[config.mk]
export PLATFORM = sky130hd
export DESIGN_NAME = transmit_clock_select_rate
export DESIGN_NICKNAME = d
export VERILOG_FILES = /design/src/design/tx_clock_select_pkg.sv /design/src/design/transmit_clock_select_rate.sv
export SDC_FILE = /design/constraint.sdc
export NUM_CORES = 1
export LEC_CHECK = 0
export BUFFER_PORTS_ARGS = -buffer_cell sky130_fd_sc_hd__buf_2
export CORE_UTILIZATION = 40
export CTS_BUF_LIST = sky130_fd_sc_hd__clkbuf_8
export DETAILED_ROUTE_END_ITERATION = 8
export HOLD_SLACK_MARGIN = 0.03
export PLACE_DENSITY = 0.69
export SLEW_MARGIN = 0
export SYNTH_ARGS = -nofsm -noshare
export SYNTH_HDL_FRONTEND = slang
export SYNTH_SLANG_ARGS = --single-unit
[constraint.sdc]
create_clock -name clk_sys_in -period 3.8 [get_ports clk_sys_in]
set_clock_uncertainty 0.05 [all_clocks]
set_input_delay 0.76 -clock clk_sys_in [delete_from_list [all_inputs] [get_ports clk_sys_in]]
set_output_delay 0.76 -clock clk_sys_in [all_outputs]
set_load 0.01 [all_outputs]
[src/design/tx_clock_select_pkg.sv]
// shared constants and types for the transmit clock select block
package tx_clock_select_pkg;
  // ==========================================================================
  // sizes
  localparam int NUM_CHANNELS = 4;
  localparam int DATA_W = 8;
  localparam int CTRL_W = 2;
  localparam int CNT_W = 16;
  localparam int CHAN_A = 0;

  // ==========================================================================
  // three-level transmit input clock select, coded on two wires
  localparam logic [1:0] TX_SEL_LOW = 2'h0;
  localparam logic [1:0] TX_SEL_MID = 2'h1;
  localparam logic [1:0] TX_SEL_HIGH = 2'h2;

  // receive output clock source select
  localparam logic RX_SEL_REFERENCE = 1'h0;

  // ==========================================================================
  // pll multiplication and character divider
  localparam int PLL_MULT_HIGH = 20;
  localparam int PLL_MULT_LOW = 10;
  localparam int CHAR_DIVIDE = 10;
  // half period of the character clock: reference period over 2 (x10) or over 4 (x20)
  localparam int HALF_SHIFT_LOW = $clog2((2 * PLL_MULT_LOW) / CHAR_DIVIDE);
  localparam int HALF_SHIFT_HIGH = $clog2((2 * PLL_MULT_HIGH) / CHAR_DIVIDE);

  localparam logic [CNT_W-1:0] CNT_ZERO = 16'h0000;
  localparam logic [CNT_W-1:0] CNT_ONE = 16'h0001;
  localparam logic [CNT_W-1:0] CNT_MAX = 16'hFFFF;

  // ==========================================================================
  // one parallel transmit character
  typedef struct packed {
    logic [CTRL_W-1:0] control;
    logic [DATA_W-1:0] data;
  } tx_char_s;
endpackage : tx_clock_select_pkg

[src/design/transmit_clock_select_rate.sv]
// transmit input clock selection, pll rate and output clock generation
// Operation
// - With the select low, every channel input register loads on the reference clock rise.
// - With the select mid, each channel loads data and control on its own input clock rise.
// - With the select high, every channel loads on the channel A input clock rise.
// - With the rate select high, the bit clock is twenty times the reference.
// - With the rate select low, the bit clock is ten times the reference.
// - The character clock output, true and complement, is the bit clock divided by ten.
// - The character clock output comes from the internal character timebase, not the reference.
// - With the reference chosen, receive output clocks follow it at its own rate; the half-rate flag follows rate select.
// - Input clock phase against the reference is tracked while the reset is low, frozen when high.
`timescale 1ns/1ps
module transmit_clock_select_rate (
  input wire logic clk_sys_in,
  input wire logic srst_in,
  input wire logic [1:0] tx_input_clock_select_in,
  input wire logic tx_pll_rate_select_in,
  input wire logic rx_output_clock_select_in,
  input wire logic tx_phase_align_reset_in,
  input wire logic reference_clock_in,
  input wire logic rx_recovered_clock_in,
  input wire logic [tx_clock_select_pkg::NUM_CHANNELS-1:0] per_channel_tx_input_clock_in,
  input wire tx_clock_select_pkg::tx_char_s [tx_clock_select_pkg::NUM_CHANNELS-1:0]
    per_channel_tx_char_in,
  output tx_clock_select_pkg::tx_char_s [tx_clock_select_pkg::NUM_CHANNELS-1:0]
    per_channel_tx_char_out,
  output logic [tx_clock_select_pkg::NUM_CHANNELS-1:0] char_loaded_out,
  output logic [tx_clock_select_pkg::NUM_CHANNELS-1:0][tx_clock_select_pkg::CNT_W-1:0]
    input_phase_out,
  output logic [7:0] pll_multiplier_out,
  output logic tx_char_clock_out,
  output logic tx_char_clock_n_out,
  output logic rx_output_clock_a_out,
  output logic rx_output_clock_c_out,
  output logic rx_half_rate_out
);

  localparam int NCH = tx_clock_select_pkg::NUM_CHANNELS;
  localparam int CW = tx_clock_select_pkg::CNT_W;

  // ==========================================================================
  // edge detection on the sampled clock inputs
  logic ref_prev_reg;
  logic [NCH-1:0] chan_prev_reg;
  logic ref_rise;
  logic [NCH-1:0] chan_rise;

  always_ff @(posedge clk_sys_in) begin
    if (srst_in) begin
      ref_prev_reg <= 1'h0;
      chan_prev_reg <= '0;
    end else begin
      ref_prev_reg <= reference_clock_in;
      chan_prev_reg <= per_channel_tx_input_clock_in;
    end
  end

  assign ref_rise = reference_clock_in & ~ref_prev_reg;
  assign chan_rise = per_channel_tx_input_clock_in & ~chan_prev_reg;

  // ==========================================================================
  // input register load source per channel
  logic [NCH-1:0] load_strobe;

  genvar ch;
  generate
    for (ch = 0; ch < NCH; ch++) begin : g_chan
      logic [CW-1:0] phase_cnt_reg;
      always_comb begin
        case (tx_input_clock_select_in)
          tx_clock_select_pkg::TX_SEL_MID: load_strobe[ch] = chan_rise[ch];
          tx_clock_select_pkg::TX_SEL_HIGH:
            load_strobe[ch] = chan_rise[tx_clock_select_pkg::CHAN_A];
          default: load_strobe[ch] = ref_rise;
        endcase
      end

      always_ff @(posedge clk_sys_in) begin
        if (srst_in) begin
          per_channel_tx_char_out[ch] <= '0;
          char_loaded_out[ch] <= 1'h0;
        end else begin
          char_loaded_out[ch] <= load_strobe[ch];
          if (load_strobe[ch]) begin
            per_channel_tx_char_out[ch] <= per_channel_tx_char_in[ch];
          end
        end
      end

      // cycles from reference rise to this channel's rise; frozen once reset is high
      always_ff @(posedge clk_sys_in) begin
        if (srst_in) begin
          phase_cnt_reg <= tx_clock_select_pkg::CNT_ZERO;
          input_phase_out[ch] <= tx_clock_select_pkg::CNT_ZERO;
        end else if (!tx_phase_align_reset_in) begin
          if (ref_rise) begin
            phase_cnt_reg <= tx_clock_select_pkg::CNT_ZERO;
          end else if (phase_cnt_reg != tx_clock_select_pkg::CNT_MAX) begin
            phase_cnt_reg <= phase_cnt_reg + tx_clock_select_pkg::CNT_ONE;
          end
          if (chan_rise[ch]) begin
            input_phase_out[ch] <= phase_cnt_reg;
          end
        end
      end
    end
  endgenerate

  // ==========================================================================
  // reference period measurement, stands in for the pll lock loop
  logic [CW-1:0] ref_cnt_reg;
  logic [CW-1:0] ref_period_reg;

  always_ff @(posedge clk_sys_in) begin
    if (srst_in) begin
      ref_cnt_reg <= tx_clock_select_pkg::CNT_ZERO;
      ref_period_reg <= tx_clock_select_pkg::CNT_ZERO;
    end else if (ref_rise) begin
      ref_cnt_reg <= tx_clock_select_pkg::CNT_ONE;
      ref_period_reg <= ref_cnt_reg;
    end else if (ref_cnt_reg != tx_clock_select_pkg::CNT_MAX) begin
      ref_cnt_reg <= ref_cnt_reg + tx_clock_select_pkg::CNT_ONE;
    end
  end

  always_ff @(posedge clk_sys_in) begin
    if (srst_in) begin
      pll_multiplier_out <= 8'(tx_clock_select_pkg::PLL_MULT_LOW);
    end else if (tx_pll_rate_select_in) begin
      pll_multiplier_out <= 8'(tx_clock_select_pkg::PLL_MULT_HIGH);
    end else begin
      pll_multiplier_out <= 8'(tx_clock_select_pkg::PLL_MULT_LOW);
    end
  end

  // ==========================================================================
  // character clock: bit clock over ten, i.e. reference or twice reference
  logic [CW-1:0] half_period;
  logic [CW-1:0] char_cnt_reg;
  logic char_clk_reg;

  always_comb begin
    if (tx_pll_rate_select_in) begin
      half_period = ref_period_reg >> tx_clock_select_pkg::HALF_SHIFT_HIGH;
    end else begin
      half_period = ref_period_reg >> tx_clock_select_pkg::HALF_SHIFT_LOW;
    end
    if (half_period == tx_clock_select_pkg::CNT_ZERO) begin
      half_period = tx_clock_select_pkg::CNT_ONE;
    end
  end

  // free-running timebase, never re-aligned to the reference edge
  always_ff @(posedge clk_sys_in) begin
    if (srst_in) begin
      char_cnt_reg <= tx_clock_select_pkg::CNT_ZERO;
      char_clk_reg <= 1'h0;
    end else if (char_cnt_reg + tx_clock_select_pkg::CNT_ONE >= half_period) begin
      char_cnt_reg <= tx_clock_select_pkg::CNT_ZERO;
      char_clk_reg <= ~char_clk_reg;
    end else begin
      char_cnt_reg <= char_cnt_reg + tx_clock_select_pkg::CNT_ONE;
    end
  end

  always_ff @(posedge clk_sys_in) begin
    if (srst_in) begin
      tx_char_clock_out <= 1'h0;
    end else begin
      tx_char_clock_out <= char_clk_reg;
    end
  end

  // complement from the same source bit, so the pair never skews apart
  always_ff @(posedge clk_sys_in) begin
    if (srst_in) begin
      tx_char_clock_n_out <= 1'h1;
    end else begin
      tx_char_clock_n_out <= ~char_clk_reg;
    end
  end

  // ==========================================================================
  // receive output clocks
  // same frequency and duty as the reference when it is selected, else the recovered clock; rate only renames it
  always_ff @(posedge clk_sys_in) begin
    if (srst_in) begin
      rx_output_clock_a_out <= 1'h0;
    end else if (rx_output_clock_select_in == tx_clock_select_pkg::RX_SEL_REFERENCE) begin
      rx_output_clock_a_out <= reference_clock_in;
    end else begin
      rx_output_clock_a_out <= rx_recovered_clock_in;
    end
  end

  always_ff @(posedge clk_sys_in) begin
    if (srst_in) begin
      rx_output_clock_c_out <= 1'h0;
    end else if (rx_output_clock_select_in == tx_clock_select_pkg::RX_SEL_REFERENCE) begin
      rx_output_clock_c_out <= reference_clock_in;
    end else begin
      rx_output_clock_c_out <= rx_recovered_clock_in;
    end
  end

  // rate label only matters while the reference feeds the receive side
  always_ff @(posedge clk_sys_in) begin
    if (srst_in) begin
      rx_half_rate_out <= 1'h0;
    end else if (rx_output_clock_select_in == tx_clock_select_pkg::RX_SEL_REFERENCE) begin
      rx_half_rate_out <= tx_pll_rate_select_in;
    end else begin
      rx_half_rate_out <= 1'h0;
    end
  end

endmodule : transmit_clock_select_rate

# ---- Yosys cells after proc, flatten, opt, wreduce, memory -nomap -nowiden
# Cells that the tools add are included.
dict set report word_totals {
  regBits 238
  latch_bits 0
  ram_bits 0
  romBits 0
  input_bits 53
  output_inout_bits 121
  elab_cells 88
  mem_count 0
}
dict set report op_classes {
  add_sub_neg 6
  multipliers 0
  div 0
  magnitude_cmp 1
  eq_ne 7
  n_shift 0
  muxes 18
  bitwise 6
  reduce_logical 18
}
# operator count
set op_table {}
lappend op_table {{$mux W16} 9}
lappend op_table {{$add A16 B1 Y16 const B} 6}
lappend op_table {{$ne A16 B16 Y1 const B} 5}
lappend op_table {{$ge A16 B16 Y1} 1}
lappend op_table {{$logic_not A16 Y1} 1}
lappend op_table {{$reduce_and A2 Y1} 8}
lappend op_table {{$mux W15} 1}
lappend op_table {{$reduce_bool A2 Y1} 5}
lappend op_table {{$reduce_or A2 Y1} 4}
lappend op_table {{$pmux W1 S2} 3}
lappend op_table {{$mux W5} 1}
lappend op_table {{$and A4 B4 Y4} 1}
lappend op_table {{$mux W1} 4}
lappend op_table {{$not A4 Y4} 1}
lappend op_table {{$not A1 Y1} 3}
lappend op_table {{$eq A2 B1 Y1 const B} 1}
lappend op_table {{$eq A2 B2 Y1 const B} 1}
lappend op_table {{$and A1 B1 Y1} 1}

# ---- Longest topological paths before layout
dict set report logic_depth {
  ltp_word 5
  depth_mapped 12
  ltp_nobuf 11
}

# ---- Worst setup path before layout
# Ideal clock, no wire load.
dict set report synth_path {
  path_type {input to register}
  start {input tx_pll_rate_select_in}
  end {register char_cnt_reg[10]}
  setup_ns 0.143
  arrival_ns 2.857
  t_required_ns 3.607
  path_slack_ns 0.751
  stages 9
  n_path_buf 3
  path_cell_list {clkbuf_1 > buf_2 > mux2i_1 > ha_1 > nand2_1 > o21a_1 > o21ai_1 > clkbuf_1 > nor4b_2}
}
dict set report synth_between {
  elab_chain_cells 5
}
# element line_no
set synth_rtl {}
lappend synth_rtl {{from (decl)} transmit_clock_select_rate.sv:17} ;# input wire logic tx_pll_rate_select_in,
lappend synth_rtl {{$mux W15 *} transmit_clock_select_rate.sv:143} ;# if (tx_pll_rate_select_in) begin
lappend synth_rtl {{$logic_not A16 Y1} transmit_clock_select_rate.sv:148} ;# if (half_period == tx_clock_select_pkg::CNT_ZERO) begin
lappend synth_rtl {{$mux W16 *} transmit_clock_select_rate.sv:148}
lappend synth_rtl {{$ge A16 B16 Y1 *} transmit_clock_select_rate.sv:158} ;# end else if (char_cnt_reg + tx_clock_select_pkg::CNT_ONE >= half_period) begin
lappend synth_rtl {{$reduce_or A2 Y1 (no source line) *} -}
lappend synth_rtl {{to (signal assigned)} transmit_clock_select_rate.sv:156} ;# char_cnt_reg <= tx_clock_select_pkg::CNT_ZERO;
lappend synth_rtl {{to (signal assigned)} transmit_clock_select_rate.sv:159} ;# char_cnt_reg <= tx_clock_select_pkg::CNT_ZERO;
lappend synth_rtl {{to (signal assigned)} transmit_clock_select_rate.sv:162} ;# char_cnt_reg <= char_cnt_reg + tx_clock_select_pkg::CNT_ONE;
lappend synth_rtl {{to (decl)} transmit_clock_select_rate.sv:139} ;# logic [CW-1:0] char_cnt_reg;
# Mark *: on every way between the ends. The rest lies on a longest branch, timed or not.
# A chain may end at the register's enable or synchronous reset.

# ---- Worst setup path in the final report
dict set report layout_path {
  start {register char_cnt_reg[2]}
  end {register char_clk_reg}
}
dict set report layout_between {
  elab_chain_cells 2
}
# element line_no
set layout_rtl {}
lappend layout_rtl {{$add A16 B1 Y16} transmit_clock_select_rate.sv:158}
lappend layout_rtl {{$ge A16 B16 Y1} transmit_clock_select_rate.sv:158}
lappend layout_rtl {{to (signal assigned)} transmit_clock_select_rate.sv:160} ;# char_clk_reg <= ~char_clk_reg;
lappend layout_rtl {{to (decl)} transmit_clock_select_rate.sv:140} ;# logic char_clk_reg;
# No other way between the ends.

==> flow_summary.ini <==
[worst_setup_path]
critPathLaunchType = flop
cpMaxStageDelayCell = dfxtp_1
crit_type = reg -> reg
cp.arrival_ns = 3.32
critical_path_peak_fanout = 16
path_cells = and4_1, and3_1, and3_1, xor2_1, ha_1, a21o_1, a21oi_1, o21ai_1, buf_4, a211oi_1, nand3_1
critPathMaxStageDelay_ns = 0.39
cp_common_cell = and3_1
endpoint_kind = flop
required_ns = 4.14

[sta]
fin_crit_ns = 2.98
finalMaxSlewViolations = 0
max_freq_mhz = 335
timing.hold.ws_ns = 0.364
hold_viol = 0
rsz0062_at_grt = no
slew_headroom_pct = 31.3
worstMarginPinSlew_ns = 1.03
final.period_utilization_pct = 78.5
finalSetupViolCount = 0
tns_ns = 0

[yosys]
ys_seq_area_share_pct = 45.7
ys.flop_type = dfxtp_1
postSynthCellCount = 1141
synth_seq_cells = 231
syn_area_um2 = 10100
syn_area_per_cell_um2 = 8.86
ys_types = 69
async_reset_ff_share_pct = 0
synth_warnings = 0
synth-edff-count = 0

[clocking]
cts_buffers = 40
cts-root-buf = clkbuf_8
cts_max_level = 2
clkTransAtPathRegs_ns = 0.06
cts_setup_buffers = 0
clockBufferDepth = 3
cts_hold_buf = 0
clkLatencyLatePin_ns = 0.53
cts.sinks = 231
cts_resized = 0
cts_tree = built

[floorplanning]
die_height_um = 161
num_rows = 57
die_area_um2 = 25900
die_w_um = 161
start_util_pct = 41.2
core_um2 = 24500
ioPinCount = 174

[global_route]
grt_start_max_net_pins = 73
grt-ovfl-total = 0
grt_pass1_vias = 8038
antenna_found_initial = 1
track_usage_pct = 18.2
grt_pass1_wl_um = 39300

[power_and_ir_drop]
powerDensity_nw_per_um2 = 443
p_leak_nw = 4.90
vdd_drop_max_mv = 0.323

[detailed_routing]
routed_wl_um = 23600
route.detailed.drc = 0
drt_pre_antenna_iters = 4
avgViaCountPerCell = 5.15
via_count = 8562
first_iter_violations = 493
antenna_left = 0
wl_per_cell_um = 14.2

[placed_design]
portBuffers = 169
dpl.hpwl_um = 16300
place_inst = 1588
place_congestion = 0.833

[finish]
drive_gt1_share_pct = 21.2
syn_to_final_growth_pct = 19.6
nNetsFinal = 1382
final_cell_mix = 231 x dfxtp_1, 200 x nand2_1, 168 x buf_2, 114 x a21oi_1, 112 x nor2_1
instances_no_fill = 1662
final_common_cell = dfxtp_1

[outcome]
status = complete, no violations

[min_path]
hp-class = in -> reg

[run]
maxCapViolCount = 0
report_power, final:
group / switching, mW / total [mW] / internal, mW
logic: 0.229 / 0.377 / 0.148
registers: 0.0361 / 2.52 / 2.48
clock network: 1.01 / 2.47 / 1.46
final cells by class:
cell class / count / area, um2
fill: 2396 / 12400
multi-input combinational: 833 / 5130
sequential: 231 / 4620
timing repair buffer: 184 / 973
clock buffer: 53 / 729
tap: 324 / 405
clock inverter: 20 / 169
inverter: 16 / 60.1
antenna: 1 / 2.50
through the flow:
stage          total power, mW  setup WS, ns  cell area (um2)  util [%]
2_1_floorplan             2.81         0.751            10100         -
3_3_place_gp              2.94         0.540            11200      45.6
3_5_place_dp              2.95         0.399            11200      45.6
4_1_cts                   5.45         0.811            12100      49.3
5_1_grt                   5.60         0.579            12100      49.3
6_report                  5.36         0.817            12100      49.3
final timing paths:
path         cells after the start                               end                              from  slack (ns)
max                             11         char_clk_reg$_SDFFE_PP0P_        char_cnt_reg[2]$_SDFF_PP0_        0.82
min                              2       rx_half_rate_out$_SDFF_PP0_         rx_output_clock_select_in        0.36
max reg2reg                     11         char_clk_reg$_SDFFE_PP0P_        char_cnt_reg[2]$_SDFF_PP0_        0.82
min reg2reg                      2  input_phase_out[44]$_SDFFE_PP0P_  input_phase_out[44]$_SDFFE_PP0P_        0.40
cells in the mapped netlist, drive strengths merged, types with 9 or more instances:
cell / n / area share, %
dfxtp: 231 / 46
nand2: 200 / 7.4
a21oi: 115 / 5.7
nor2: 112 / 4.2
mux2i: 60 / 5.9
xnor2: 39 / 3.4
nand3: 35 / 1.8
clkbuf: 33 / 1.2
buf: 32 / 1.8
ha: 23 / 2.8
nand4: 21 / 1.6
nor3: 21 / 1.1
xor2: 18 / 1.6
and3: 17 / 1.1
inv: 16 / 0.59
and4: 14 / 1.3
nor4b: 14 / 1.7
a211oi: 13 / 1.1
o21ai: 12 / 0.59
a31oi: 11 / 0.68
nor2b: 11 / 0.68
nand2b: 9 / 0.56
nor4: 9 / 1.1
logic make-up (layout without fill, tap and decap cells):
| family | count (synthesis) | in the layout | synth area share (%) |
|---|---|---|---|
| compound gates | 193 | 193 | 11.9 |
| other cells | 1 | 6 | 0.0371 |
| simple gates | 495 | 495 | 25.0 |
| mux | 60 | 60 | 5.94 |
| fa+ha+maj | 23 | 23 | 2.85 |
| flops | 231 | 231 | 45.7 |
| buf+inv | 81 | 273 | 3.66 |
| xor+xnor | 57 | 57 | 4.94 |
metal layers:
metal | track usage (%) | share of wire [%]
met1 | 23.4 | 46
met2 | 29.8 | 46
met3 | 5.16 | 6.9
met4 | 5.19 | 1.6
met5 | 0 | 0
worst max-delay path, delay by kind of cell (launching register included):
kind            cells  cell delay, ns
simple gates        4            0.98
compound gates      4            0.72
flops               1            0.39
fa+ha+maj           1            0.28
xor+xnor            1            0.21
buf+inv             1            0.21
Power figures use the tool's default switching activity.
